<file path="config.mk">
export PLATFORM = sky130hd
export DESIGN_NAME = phy_misc_extended_regs
export DESIGN_NICKNAME = d
export VERILOG_FILES = /design/src/verilog/phy_misc_pkg.sv /design/src/verilog/phy_misc_extended_regs.sv /design/src/verilog/sop_tx_delay.sv /design/src/verilog/wake_fault_counter.sv
export VERILOG_INCLUDE_DIRS = /design/src /design/src/verilog
export SDC_FILE = /design/constraint.sdc
export NUM_CORES = 1
export LEC_CHECK = 0
export ABC_AREA = 0
export ABC_CLOCK_PERIOD_IN_PS = 2500
export BUFFER_PORTS_ARGS = -buffer_cell sky130_fd_sc_hd__buf_2
export CORE_MARGIN = 1
export CORE_UTILIZATION = 55
export CTS_BUF_LIST = sky130_fd_sc_hd__clkbuf_4
export CTS_CLUSTER_DIAMETER = 120
export DETAILED_ROUTE_END_ITERATION = 12
export GPL_ROUTABILITY_DRIVEN = 0
export PLACE_DENSITY = 0.81
export SLEW_MARGIN = 20
export SYNTH_ARGS = -nofsm -noshare
export SYNTH_HDL_FRONTEND = slang
export SYNTH_SLANG_ARGS = --single-unit
</file>
<file path="constraint.sdc">
create_clock -name CLK_SYS -period 2.5 [get_ports CLK_SYS]
set_clock_uncertainty 0.1 [all_clocks]
set_input_delay 0.5 -clock CLK_SYS [delete_from_list [all_inputs] [get_ports CLK_SYS]]
set_output_delay 0.5 -clock CLK_SYS [all_outputs]
set_load 0.03 [all_outputs]
</file>
<file path="src/verilog/phy_misc_cfg.svh">
`ifndef PHY_MISC_CFG_SVH
`define PHY_MISC_CFG_SVH

// ----------------------------------------------------------------------------
// Register offsets
// ----------------------------------------------------------------------------
`define OFS_TX_SOP_DELAY 16'h942a
`define OFS_FIFO_DEPTH_UNIT 16'h9602
`define OFS_WAKE_FAULT_COUNT 16'ha000
`define OFS_REDUCED_SWING 16'hb403
`define OFS_TEST_WAVE_10M 16'hb412

// ----------------------------------------------------------------------------
// Field positions
// ----------------------------------------------------------------------------
`define DLY10_MSB 12
`define DLY10_LSB 8
`define DLY100_MSB 7
`define DLY100_LSB 4
`define UNIT_BIT 0
`define SWING_BIT 0
`define WAVE_MSB 2

// ----------------------------------------------------------------------------
// Reset values
// ----------------------------------------------------------------------------
`define RST_DLY10 5'h00
`define RST_DLY100 4'h0
`define RST_UNIT_BYTES 1'b1
`define RST_REDUCED_SWING 1'b1
`define RST_WAVE_SEL 3'h0

// ----------------------------------------------------------------------------
// Test waveform codes
// ----------------------------------------------------------------------------
`define WAVE_OFF 3'h0
`define WAVE_10M_PAIR0 3'h1
`define WAVE_10M_PAIR1 3'h2
`define WAVE_5M_PAIR0 3'h3
`define WAVE_5M_PAIR1 3'h4

// ----------------------------------------------------------------------------
// Timing
// ----------------------------------------------------------------------------
`define DELAY_UNIT_NS 8
`define CLK_PERIOD_NS 100
`define PREFILL_UNITS 4'h2

`endif

</file>
<file path="src/verilog/phy_misc_pkg.sv">
package phy_misc_pkg;

  typedef struct packed {
    logic [15:0] addr;
    logic [15:0] wdata;
    logic wr;
    logic rd;
  } mgmt_req_type;

  typedef struct packed {
    logic [15:0] rdata;
    logic rvalid;
  } mgmt_rsp_type;

  typedef enum logic [0:0] {
    DLY_IDLE = 1'b0,
    DLY_COUNT = 1'b1
  } delay_state_type;

endpackage

</file>
<file path="src/verilog/phy_misc_extended_regs.sv">
// Summary of operation
// - 10 Mbps transmit start indication delayed by bits [12:8] times 8 ns.
// - 100 Mbps transmit start indication delayed by bits [7:4] times 8 ns.
// - Depth-unit bit one counts FIFO in bytes, zero in nibbles; resets one.
// - Byte units in nibble MII mode give a larger prefill and latency.
// - Sixteen-bit counter counts wake sequences that miss their time limit.
// - Each host read of the wake fault count clears it.
// - Bit 0 set selects reduced-voltage 10 Mbps transmit; resets to one.
// - Codes 001 and 010 send 10 MHz square wave on pair 0, 1.
// - Codes 011 and 100 send 5 MHz square wave on pair 0, 1.
// - Code 000 disables test waveform; codes 101 to 111 are reserved.
// - Start detection follows the transmit FIFO when it is in use, else the MII, and needs detection enabled.
`timescale 1ns/10ps
`include "phy_misc_cfg.svh"

module phy_misc_extended_regs
  import phy_misc_pkg::*;
(
  input wire logic CLK_SYS,
  input wire logic RST,
  input wire mgmt_req_type MGMT_REQ,
  output mgmt_rsp_type MGMT_RSP,
  input wire logic LINK_SPEED_100,
  input wire logic TX_DETECT_EN,
  input wire logic TX_FIFO_IN_USE,
  input wire logic TX_FIFO_FRAME_START,
  input wire logic TX_MII_FRAME_START,
  input wire logic WAKE_FAULT,
  output logic TX_START_IND,
  output logic FIFO_DEPTH_BYTES,
  output logic [3:0] FIFO_PREFILL_NIBBLES,
  output logic REDUCED_SWING_10M,
  output logic TEST_PAIR0_EN,
  output logic TEST_PAIR1_EN,
  output logic TEST_RATE_10M
);

  // --------------------------------------------------------------------------
  // Configuration registers
  // --------------------------------------------------------------------------
  logic [4:0] dly10_ff, nxt_dly10;
  logic [3:0] dly100_ff, nxt_dly100;
  logic unit_ff, nxt_unit;
  logic swing_ff, nxt_swing;
  logic [2:0] wave_ff, nxt_wave;

  always_comb
  begin
    nxt_dly10 = dly10_ff;
    nxt_dly100 = dly100_ff;
    nxt_unit = unit_ff;
    nxt_swing = swing_ff;
    nxt_wave = wave_ff;
    if (MGMT_REQ.wr)
    begin
      // Only defined fields are stored, so reserved bits stay zero.
      unique case (MGMT_REQ.addr)
        `OFS_TX_SOP_DELAY:
        begin
          nxt_dly10 = MGMT_REQ.wdata[`DLY10_MSB:`DLY10_LSB];
          nxt_dly100 = MGMT_REQ.wdata[`DLY100_MSB:`DLY100_LSB];
        end
        `OFS_FIFO_DEPTH_UNIT: nxt_unit = MGMT_REQ.wdata[`UNIT_BIT];
        `OFS_REDUCED_SWING: nxt_swing = MGMT_REQ.wdata[`SWING_BIT];
        `OFS_TEST_WAVE_10M: nxt_wave = MGMT_REQ.wdata[`WAVE_MSB:0];
        default: nxt_wave = wave_ff;
      endcase
    end
  end

  always_ff @(posedge CLK_SYS or posedge RST)
  begin
    if (RST)
    begin
      dly10_ff <= `RST_DLY10;
      dly100_ff <= `RST_DLY100;
      unit_ff <= `RST_UNIT_BYTES;
      swing_ff <= `RST_REDUCED_SWING;
      wave_ff <= `RST_WAVE_SEL;
    end
    else
    begin
      dly10_ff <= nxt_dly10;
      dly100_ff <= nxt_dly100;
      unit_ff <= nxt_unit;
      swing_ff <= nxt_swing;
      wave_ff <= nxt_wave;
    end
  end

  // --------------------------------------------------------------------------
  // Wake fault counter
  // --------------------------------------------------------------------------
  logic [15:0] wake_count;
  logic wake_read;

  assign wake_read = MGMT_REQ.rd && (MGMT_REQ.addr == `OFS_WAKE_FAULT_COUNT);

  wake_fault_counter u_wake
  (
    .clk(CLK_SYS),
    .rst(RST),
    .fault(WAKE_FAULT),
    .clear(wake_read),
    .count(wake_count)
  );

  // --------------------------------------------------------------------------
  // Read path
  // --------------------------------------------------------------------------
  mgmt_rsp_type rsp_ff, nxt_rsp;

  always_comb
  begin
    nxt_rsp.rvalid = MGMT_REQ.rd;
    nxt_rsp.rdata = 16'h0000;
    if (MGMT_REQ.rd)
    begin
      unique case (MGMT_REQ.addr)
        `OFS_TX_SOP_DELAY: nxt_rsp.rdata = {3'h0, dly10_ff, dly100_ff, 4'h0};
        `OFS_FIFO_DEPTH_UNIT: nxt_rsp.rdata = {15'h0000, unit_ff};
        `OFS_WAKE_FAULT_COUNT: nxt_rsp.rdata = wake_count;
        `OFS_REDUCED_SWING: nxt_rsp.rdata = {15'h0000, swing_ff};
        `OFS_TEST_WAVE_10M: nxt_rsp.rdata = {13'h0000, wave_ff};
        default: nxt_rsp.rdata = 16'h0000;
      endcase
    end
  end

  always_ff @(posedge CLK_SYS or posedge RST)
  begin
    if (RST)
      rsp_ff <= '0;
    else
      rsp_ff <= nxt_rsp;
  end

  assign MGMT_RSP = rsp_ff;

  // --------------------------------------------------------------------------
  // Transmit start-of-packet indication
  // --------------------------------------------------------------------------
  logic sop_start;
  logic [7:0] sop_delay_ns;

  // With the FIFO in use the start is taken at the FIFO output.
  assign sop_start = TX_DETECT_EN && (TX_FIFO_IN_USE ? TX_FIFO_FRAME_START : TX_MII_FRAME_START);
  assign sop_delay_ns = LINK_SPEED_100 ? 8'({dly100_ff, 3'h0}) : 8'({dly10_ff, 3'h0});

  sop_tx_delay u_sop
  (
    .clk(CLK_SYS),
    .rst(RST),
    .start(sop_start),
    .delay_ns(sop_delay_ns),
    .pulse(TX_START_IND)
  );

  // --------------------------------------------------------------------------
  // Steering outputs
  // --------------------------------------------------------------------------
  logic depth_ff, nxt_depth;
  logic [3:0] prefill_ff, nxt_prefill;
  logic swing_out_ff, nxt_swing_out;
  logic pair0_ff, nxt_pair0;
  logic pair1_ff, nxt_pair1;
  logic rate_ff, nxt_rate;

  always_comb
  begin
    nxt_depth = unit_ff;
    nxt_prefill = unit_ff ? 4'(`PREFILL_UNITS << 1) : `PREFILL_UNITS;
    nxt_swing_out = swing_ff;
    nxt_pair0 = 1'b0;
    nxt_pair1 = 1'b0;
    nxt_rate = 1'b0;
    unique case (wave_ff)
      `WAVE_10M_PAIR0:
      begin
        nxt_pair0 = 1'b1;
        nxt_rate = 1'b1;
      end
      `WAVE_10M_PAIR1:
      begin
        nxt_pair1 = 1'b1;
        nxt_rate = 1'b1;
      end
      `WAVE_5M_PAIR0: nxt_pair0 = 1'b1;
      `WAVE_5M_PAIR1: nxt_pair1 = 1'b1;
      default: nxt_pair0 = 1'b0;
    endcase
  end

  always_ff @(posedge CLK_SYS or posedge RST)
  begin
    if (RST)
    begin
      depth_ff <= `RST_UNIT_BYTES;
      prefill_ff <= 4'(`PREFILL_UNITS << 1);
      swing_out_ff <= `RST_REDUCED_SWING;
      pair0_ff <= 1'b0;
      pair1_ff <= 1'b0;
      rate_ff <= 1'b0;
    end
    else
    begin
      depth_ff <= nxt_depth;
      prefill_ff <= nxt_prefill;
      swing_out_ff <= nxt_swing_out;
      pair0_ff <= nxt_pair0;
      pair1_ff <= nxt_pair1;
      rate_ff <= nxt_rate;
    end
  end

  assign FIFO_DEPTH_BYTES = depth_ff;
  assign FIFO_PREFILL_NIBBLES = prefill_ff;
  assign REDUCED_SWING_10M = swing_out_ff;
  assign TEST_PAIR0_EN = pair0_ff;
  assign TEST_PAIR1_EN = pair1_ff;
  assign TEST_RATE_10M = rate_ff;

endmodule

</file>
<file path="src/verilog/sop_tx_delay.sv">
`timescale 1ns/10ps
`include "phy_misc_cfg.svh"

module sop_tx_delay
  import phy_misc_pkg::*;
(
  input wire logic clk,
  input wire logic rst,
  input wire logic start,
  input wire logic [7:0] delay_ns,
  output logic pulse
);

  delay_state_type state_ff, nxt_state;
  logic [7:0] rem_ff, nxt_rem;
  logic pulse_ff, nxt_pulse;
  localparam logic [7:0] PERIOD = 8'(`CLK_PERIOD_NS);

  // --------------------------------------------------------------------------
  // The remaining delay is kept in ns and drained one clock period per cycle.
  // --------------------------------------------------------------------------
  always_comb
  begin
    nxt_state = state_ff;
    nxt_rem = rem_ff;
    nxt_pulse = 1'b0;
    unique case (state_ff)
      DLY_IDLE:
      begin
        if (start)
        begin
          if (delay_ns == 8'h00)
            nxt_pulse = 1'b1;
          else
          begin
            nxt_rem = delay_ns;
            nxt_state = DLY_COUNT;
          end
        end
      end
      DLY_COUNT:
      begin
        if (rem_ff <= PERIOD)
        begin
          nxt_pulse = 1'b1;
          nxt_state = DLY_IDLE;
        end
        else
          nxt_rem = rem_ff - PERIOD;
      end
    endcase
  end

  always_ff @(posedge clk or posedge rst)
  begin
    if (rst)
    begin
      state_ff <= DLY_IDLE;
      rem_ff <= 8'h00;
      pulse_ff <= 1'b0;
    end
    else
    begin
      state_ff <= nxt_state;
      rem_ff <= nxt_rem;
      pulse_ff <= nxt_pulse;
    end
  end

  assign pulse = pulse_ff;

endmodule

</file>
<file path="src/verilog/wake_fault_counter.sv">
`timescale 1ns/10ps

module wake_fault_counter
(
  input wire logic clk,
  input wire logic rst,
  input wire logic fault,
  input wire logic clear,
  output logic [15:0] count
);

  logic [15:0] count_ff, nxt_count;

  // A fault in the clearing cycle is kept as the first count after the clear.
  always_comb
  begin
    if (clear)
      nxt_count = {15'h0000, fault};
    else if (fault && (count_ff != 16'hffff))
      nxt_count = count_ff + 16'h0001;
    else
      nxt_count = count_ff;
  end

  always_ff @(posedge clk or posedge rst)
  begin
    if (rst)
      count_ff <= 16'h0000;
    else
      count_ff <= nxt_count;
  end

  assign count = count_ff;

endmodule

</file>
-- Yosys cells after proc, flatten, opt, wreduce, memory -nomap -nowiden
Cells that the tools add are included.
W data, S select, Z words.
- bitwise gates (word level): 1
- reductions and logical operators: 13
- add/subtract/negate cells: 2
- multiplexer cells: 22
- magnitude comparators: 1
- equality and inequality tests: 13
- operators with widths (cell ; count):
    $eq A16 B16 Y1 const B ; 5
    $pmux W16 S5 ; 1
    $mux W16 ; 3
    $mux W8 ; 4
    $add A16 B1 Y16 const B ; 1
    $ne A16 B16 Y1 const B ; 1
    $pmux W8 S2 ; 1
    $mux W1 ; 10
    $le A8 B7 Y1 const B ; 1
    $logic_not A8 Y1 ; 1
    $reduce_and A2 Y1 ; 4
    $sub A8 B7 Y8 const B ; 1
    $eq A3 B2 Y1 const B ; 2
    $ne A2 B2 Y1 const B ; 3
    $reduce_or A2 Y1 ; 3
    $pmux W1 S2 ; 2
    $eq A3 B1 Y1 const B ; 1
    $eq A3 B3 Y1 const B ; 1
    $logic_and A1 B1 Y1 ; 3
    $mux W3 ; 1
    $reduce_and A3 Y1 ; 1
    $reduce_bool A2 Y1 ; 1
    $not A1 Y1 ; 1
- bits in registers: 65
- bits of input ports: 42
- output and inout bits: 27
- word-level logic and storage cells: 69

-- Depth between registers and ports, before layout
Gate-level depths: netlist (run 1).
- word-level depth: 5
- mapped depth: 7
- gate-level depth less buffers: 7

-- Modules after synthesis
A second synthesis (run 1) with hierarchy kept.
- cell total of the unflattened synthesis: 288
- area total of the unflattened synthesis: 3145.5 sq um
- modules (own cells, without submodules) (module ; seq. area each (sq um) ; instances ; area each (sq um) ; cells an instance):
    phy_misc_extended_regs ; 930.9 ; 1 ; 1609.0 ; 125
    wake_fault_counter ; 400.4 ; 1 ; 924.6 ; 96
    sop_tx_delay ; 250.2 ; 1 ; 611.8 ; 67

-- Worst setup path after synthesis (run 1)
No wires, ideal clock.
- kind: input-to-reg
- start point: in MGMT_REQ[26] (netlist bit)
- end point: reg dly100_ff[0]
- data arrival time: 1.672 ns
- required time: 2.275 ns
- setup time: 0.125 ns
- path buffers: 0
- slack: 0.603 ns
- stages: 4
- path through: nor4b_2 nor2b_1 nand4_1 mux2_2
- cells in the longest elaborated chain, start to end: 2
- ends and longest elaborated chain (what ; RTL line ; source):
    start, declared ; phy_misc_extended_regs.sv:21 ; input wire mgmt_req_type MGMT_REQ,
    $eq A16 B16 Y1 ; phy_misc_extended_regs.sv:57 ; unique case (MGMT_REQ.addr)
    $reduce_and A2 Y1 (no line) ; -- ;
    end signal, assigned ; phy_misc_extended_regs.sv:76 ; dly100_ff <= `RST_DLY100;
    end signal, assigned ; phy_misc_extended_regs.sv:84 ; dly100_ff <= nxt_dly100;
    end, declared ; phy_misc_extended_regs.sv:42 ; logic [3:0] dly100_ff, nxt_dly100;
Every way passes these cells.
A chain may end at the register's enable or synchronous reset.

-- Final worst setup path (run 1)
- start point: reg u_sop.rem_ff[2]
- end point: reg u_sop.rem_ff[4]
- cells in the longest elaborated chain, start to end: 3
- elaborated cells on any way between the ends: 6
- classes of those cells: add/sub (1); order compare (1); eq/ne (1); mux (2); reduce/logical (1)
- ends and longest elaborated chain (what ; RTL line ; source):
    start, declared ; sop_tx_delay.sv:15 ; logic [7:0] rem_ff, nxt_rem;
    start signal, assigned ; sop_tx_delay.sv:65 ; rem_ff <= nxt_rem;
    $sub A8 B7 Y8 / $le A8 B7 Y1 (equally long branches) ; sop_tx_delay.sv:49, sop_tx_delay.sv:43 ;
    $mux W8 / $ne A2 B2 Y1 (equally long branches) ; -- ;
    $pmux W8 S2 / $reduce_and A3 Y1 (equally long branches) ; -- ;
Several ways; a longest one is shown, not always the timed one. The select of a mux whose other input is x is not followed.

==> results of run 1 <==
-- layer usage --
metal  GRT usage  vias to the layer above  part of all wire
met5           0                        -                 0
met4       0.103                        0             0.015
met3      0.0635                       10             0.045
met2       0.367                       62              0.49
met1       0.278                     1080              0.45
li1            -                     1095                 -
-- metrics by stage --
stage | utilization | hold WS (ns)
6_report | 0.678 | 0.0362
5_1_grt | 0.678 | 0.0693
4_1_cts | 0.678 | 0.0336
3_5_place_dp | 0.649 | 0.268
3_3_place_gp | 0.649 | 0.264
2_1_floorplan | - | 0.259
-- cells by family after synthesis --
| logic type | after synthesis | share of synthesized area |
|---|---|---|
| other cells | 1 | 0.00126 |
| compound gates | 43 | 0.115 |
| buf+inv | 17 | 0.0311 |
| xor+xnor | 13 | 0.0383 |
| flops | 61 | 0.515 |
| mux | 20 | 0.0741 |
| fa+ha+maj | 3 | 0.0126 |
| simple gates | 105 | 0.212 |
-- critical path, cell delays in order, from the launching register on --
cell and delay (ns):
dfrtp_1 0.44, inv_1 0.09, ha_1 0.23, o21bai_1 0.15, a31oi_1 0.19, o22ai_2 0.39
o21ai_0 0.15, a22o_1 0.25
-- report_power, final --
| group | internal [W] | switching (W) |
|---|---|---|
| Combinational | 0.000193 | 0.000237 |
| Sequential | 0.00108 | 0.000143 |
| Clock | 0.000391 | 0.000340 |
| Total | 0.00167 | 0.000720 |
-- state kept, by name, summed over array words and instances, names as in the netlist --
| signal | cells |
|---|---|
| wave_ff | 3 |
| FIFO_PREFILL_NIBBLES | 2 |
| MGMT_RSP | 17 |
| TEST_RATE_10M | 1 |
| nxt_swing_out | 1 |
| nxt_depth | 1 |
| u_sop.state_ff | 1 |
| TEST_PAIR1_EN | 1 |
| dly100_ff | 4 |
| u_sop.pulse | 1 |
| REDUCED_SWING_10M | 1 |
| u_wake.count | 16 |
| dly10_ff | 5 |
| u_sop.rem_ff | 6 |
| TEST_PAIR0_EN | 1 |
-- worst min path at each step --
stage / to / slack (ns) / cells after the start
final: dly10_ff[4] / 0.04 / 2
after global routing: dly100_ff[3] / 0.07 / 2
after CTS: MGMT_RSP[10] / 0.03 / 2
after detailed placement: REDUCED_SWING_10M / 0.27 / 0
after global placement: REDUCED_SWING_10M / 0.26 / 0
after floorplan: REDUCED_SWING_10M / 0.26 / 0
-- cell usage after synthesis, types with 5 or more instances --
cell type	n	share of area
dfrtp_1	57	0.48
nor2_1	26	0.033
mux2_2	16	0.061
nand2_1	16	0.020
xnor2_1	13	0.038
nor3_1	11	0.019
a22o_1	8	0.024
inv_1	8	0.010
nand3_1	8	0.013
a21oi_1	6	0.010
a22oi_1	6	0.015
nand4_1	6	0.013
o21ai_0	6	0.010
and2_1	5	0.011
buf_4	5	0.013
-- layout make-up --
type,count,area share
Sequential cell,61,0.437
Multi-Input combinational cell,186,0.386
Timing Repair Buffer,66,0.101
Tap cell,70,0.0250
Clock inverter,7,0.0228
Clock buffer,9,0.0193
Inverter,9,0.00964
==> results_dict.tcl, run 1 <==
set metrics [dict create \
    status "complete, no violations" \
    drc_errors 0 \
    rsz0062_at_grt "false" \
    p_per_area_nw_per_um2 681 \
    pin_count 69 \
    grt.total_usage 0.225 \
    ir_worst_vdd_uv 381 \
    async_reset_ff_frac 1.00 \
    multi_input_area_um2 1350 \
    clock.fmax_mhz 477 \
    initial_core_util 0.575 \
    wl_mm 5.81 \
    r2r-end "u_sop.rem_ff[4]" \
    ys_seq_area_frac 0.515 \
    final_area_um2 3510 \
    hp-class "in -> async" \
    synth_edf_count 0 \
    setup_tns_ns 0 \
    coreArea_um2 5170 \
    cts_sinks 61 \
    ys_types 54 \
    synth-main-ff-cell "dfrtp_1" \
    crit_required_ns 2.69 \
    dp_slack_ns 0.315 \
    wl_per_cell_um 14.2 \
    num_rows 26 \
    cts_root_buf "clkbuf_4" \
    diodes 0 \
    dp_hpwl_mm 4.26 \
    ant_nets 0 \
    finalCritPeriodShare 0.838 \
    grt_remaining_overflow 0 \
    crit_type "reg -> reg" \
    final_common_cell "buf_2" \
    timing.max_slew.rel_slack 0.512 \
    cts_made_buffers 9 \
    syn_to_final_growth_pct 17.9 \
    area.sequential_um2 1530 \
    final.min_clock_period_ns 2.09 \
    startpoint "u_sop.rem_ff[2]" \
    final_layout_size_suffix_gt1_frac 0.346 \
    p_total_w 0.00239 \
    worstReg2RegStart "u_sop.rem_ff[2]" \
    dp_cells 392 \
    holdBufCountCts 0 \
    yosysWarnings 0 \
    die_h_um 75.5 \
    insertion_delay_ns 0.40 \
    postSynthCellCount 263 \
    grt_pass1_wl_mm 9.36 \
    critPathCaptureType "register" \
    reg2reg_depth 7 \
    via_count 2247 \
    die_w_um 75.5 \
    antenna_found_initial 0 \
    maxCapViolCount 0 \
    setup_violations 0 \
    worstMarginPinSlew_ns 0.722 \
    post_cts_resized 0 \
    slew_violations 0 \
    crit_end "u_sop.rem_ff[4]" \
    worst_ep_arrival_time_ns 2.29 \
    mostFrequentLayoutCells "buf_2 (62), dfrtp_1 (57), nor2_1 (26), nand2_1 (16), mux2_2 (16)" \
    clkSlewWorstSetupHoldPaths_ns 0.10 \
    post_cts_buffers 0 \
    placed_area_um2 3360 \
    final_cells 408 \
    dr.pass1.iters 4 \
    dieArea_um2 5700 \
    clk_path_buf_depth 2 \
    synth-seq-cells 61 \
    path_max_fanout 9 \
    fill_cells 413 \
    syn_avg_cell_area_um2 11.3 \
    h-tree-depth 3 \
    first_iter_violations 77 \
    first_global_vias 2123 \
    rrSetupSlack_ns 0.41 \
    start_kind "register" \
    viasPerCell 5.51 \
    fin_ws_ns 0.405 \
    portBuffers 62 \
    num-nets-final 378 \
    finalHoldViolCount 0 \
    netlist_area_um2 2970 \
    cts_tree "yes" \
    cellLeakagePower_nw 1.69 \
    grt_max_degree 38 \
]
Power figures use the tool's default switching activity.
==> inputs of run 2 (changes only) <==
--- a/config.mk
+++ b/config.mk
@@ -7,7 +7,7 @@
 export NUM_CORES = 1
 export LEC_CHECK = 0
 export ABC_AREA = 0
-export ABC_CLOCK_PERIOD_IN_PS = 2500
+export ABC_CLOCK_PERIOD_IN_PS = 2200
 export BUFFER_PORTS_ARGS = -buffer_cell sky130_fd_sc_hd__buf_2
 export CORE_MARGIN = 1
 export CORE_UTILIZATION = 55
==> constraint.sdc (replaced) <==
create_clock -name CLK_SYS -period 2.2 [get_ports CLK_SYS]
set_clock_uncertainty 0.1 [all_clocks]
set_input_delay 0.44 -clock CLK_SYS [delete_from_list [all_inputs] [get_ports CLK_SYS]]
set_output_delay 0.44 -clock CLK_SYS [all_outputs]
set_load 0.03 [all_outputs]
==> results_dict.tcl, run 2 (synthesized netlist as in run 1, its figures left out) <==
set metrics [dict create \
    status "complete, no violations" \
    final_layout_size_suffix_gt1_frac 0.358 \
    area.sequential_um2 1530 \
    wl_mm 5.97 \
    rrSetupSlack_ns 0.17 \
    clkSlewWorstSetupHoldPaths_ns 0.09 \
    hp-class "in -> reg" \
    worstPathCellList "ha_1, nand3_1, o41ai_4, nor4_1, xnor2_1, nor2_1" \
    dr.pass1.iters 4 \
    critPathSlowestCell "o41ai_4" \
    worstReg2RegStart "u_wake.count[0]" \
    insertion_delay_ns 0.40 \
    crit_type "reg -> reg" \
    first_global_vias 2142 \
    reg2reg_depth 6 \
    cp.depth 6 \
    p_per_area_nw_per_um2 755 \
    grt.total_usage 0.234 \
    clk_path_buf_depth 2 \
    final.min_clock_period_ns 2.03 \
    placed_area_um2 3390 \
    initial_core_util 0.575 \
    final_area_um2 3520 \
    dp_cells 394 \
    multi_input_area_um2 1350 \
    crit_required_ns 2.39 \
    holdBufCountCts 1 \
    hold_depth 1 \
    h-tree-depth 3 \
    post_cts_buffers 0 \
    cts_sinks 61 \
    path_max_fanout 9 \
    post_cts_resized 0 \
    diodes 0 \
    coreArea_um2 5170 \
    crit_end "u_wake.count[13]" \
    r2r-end "u_wake.count[13]" \
    critPathCaptureType "register" \
    maxCapViolCount 0 \
    setup_tns_ns 0 \
    wl_met1_mm 2.55 \
    mostFrequentLayoutCells "buf_2 (62), dfrtp_1 (57), nor2_1 (26), nand2_1 (16), mux2_2 (16)" \
    final_common_cell "buf_2" \
    critPathBufInv 0 \
    dieArea_um2 5700 \
    die_h_um 75.5 \
    worstMarginPinSlew_ns 0.704 \
    finalHoldViolCount 0 \
    rsz0062_at_grt "false" \
    start_kind "register" \
    viasPerCell 5.55 \
    path_delay_family "compound AO/OA/AOI/OAI gates" \
    fill_cells 421 \
    cellLeakagePower_nw 1.70 \
    num-nets-final 381 \
    largest_reg_flops 17 \
    slew_violations 0 \
    top_layer_used "met4" \
    via_count 2279 \
    syn_to_final_growth_pct 18.6 \
    cts_made_buffers 9 \
    slowest_delay_ns 0.60 \
    pin_count 69 \
    clock.fmax_mhz 492 \
    dp_hpwl_mm 4.37 \
    met3WireLength_um 340 \
    route.met2.wl_mm 3.00 \
    first_iter_violations 116 \
    ir_worst_vdd_uv 474 \
    timing.max_slew.rel_slack 0.525 \
    startpoint "u_wake.count[0]" \
    worst_ep_arrival_time_ns 2.22 \
    hold_ws_ns 0.0888 \
    wl_per_cell_um 14.5 \
    grt_remaining_overflow 0 \
    die_w_um 75.5 \
    num_rows 26 \
    grt_pass1_wl_mm 9.60 \
    finalCritPeriodShare 0.924 \
    antenna_found_initial 0 \
    cts_root_buf "clkbuf_4" \
    ant_nets 0 \
    final_cells 411 \
    cts_tree "yes" \
    grt_max_degree 62 \
    portBuffers 62 \
    setup_violations 0 \
    drc_errors 0 \
]
run 2: changes by cell type in the layout (fill, tap and decap cells not counted), sizes merged:
cell	before	now
dlygate4sd3	0	1
clkbuf	9	10
bufinv	2	1
buf	66	68
run 2: worst min path at each step:
stage / slack (ns) / end / start
global route: 0.06 / MGMT_RSP[0] / MGMT_REQ[0]
global placement: 0.26 / REDUCED_SWING_10M / nxt_swing_out
floorplan: 0.26 / REDUCED_SWING_10M / nxt_swing_out
detailed placement: 0.27 / REDUCED_SWING_10M / nxt_swing_out
finish: 0.09 / MGMT_RSP[0] / MGMT_REQ[0]
CTS: 0.07 / MGMT_RSP[0] / MGMT_REQ[0]
run 2: report_power, final:
part           total (W)  switching, W  internal (W)
registers        0.00138      0.000145       0.00123
logic           0.000545      0.000298      0.000247
clock network   0.000741      0.000393      0.000348
run 2: worst register-to-register path: cells and delay by family (launching register included):
kind	cells	cell delay (ns)
xor gates and xnor gates	1	0.18
and+or+nand+nor	3	0.40
AOI/OAI and AO/OA	1	0.60
adders and majority gates	1	0.22
DFF	1	0.42
run 2: metal layers:
layer  track usage  up-vias
met5             0        -
met4         0.105        0
met3        0.0794        7
met2         0.394       72
met1         0.272     1094
li1              -     1106
run 2: stage by stage:
step / utilization / total power, W / setup WS (ns)
final: 0.681 / 0.00266 / 0.167
after global routing: 0.681 / 0.00279 / 0.0309
after CTS: 0.681 / 0.00267 / 0.169
after detailed placement: 0.655 / 0.00194 / 0.0945
after global placement: 0.655 / 0.00190 / 0.104
after floorplan: - / 0.00176 / 0.154
run 2: area by class of cell:
class                   count  share of cell area
clock inverters             6              0.0153
well taps                  70              0.0248
clock buffers              10              0.0213
repair buffers             69               0.111
flip-flops and latches     61               0.435
inverters                   9             0.00958
multi-input cells         186               0.384
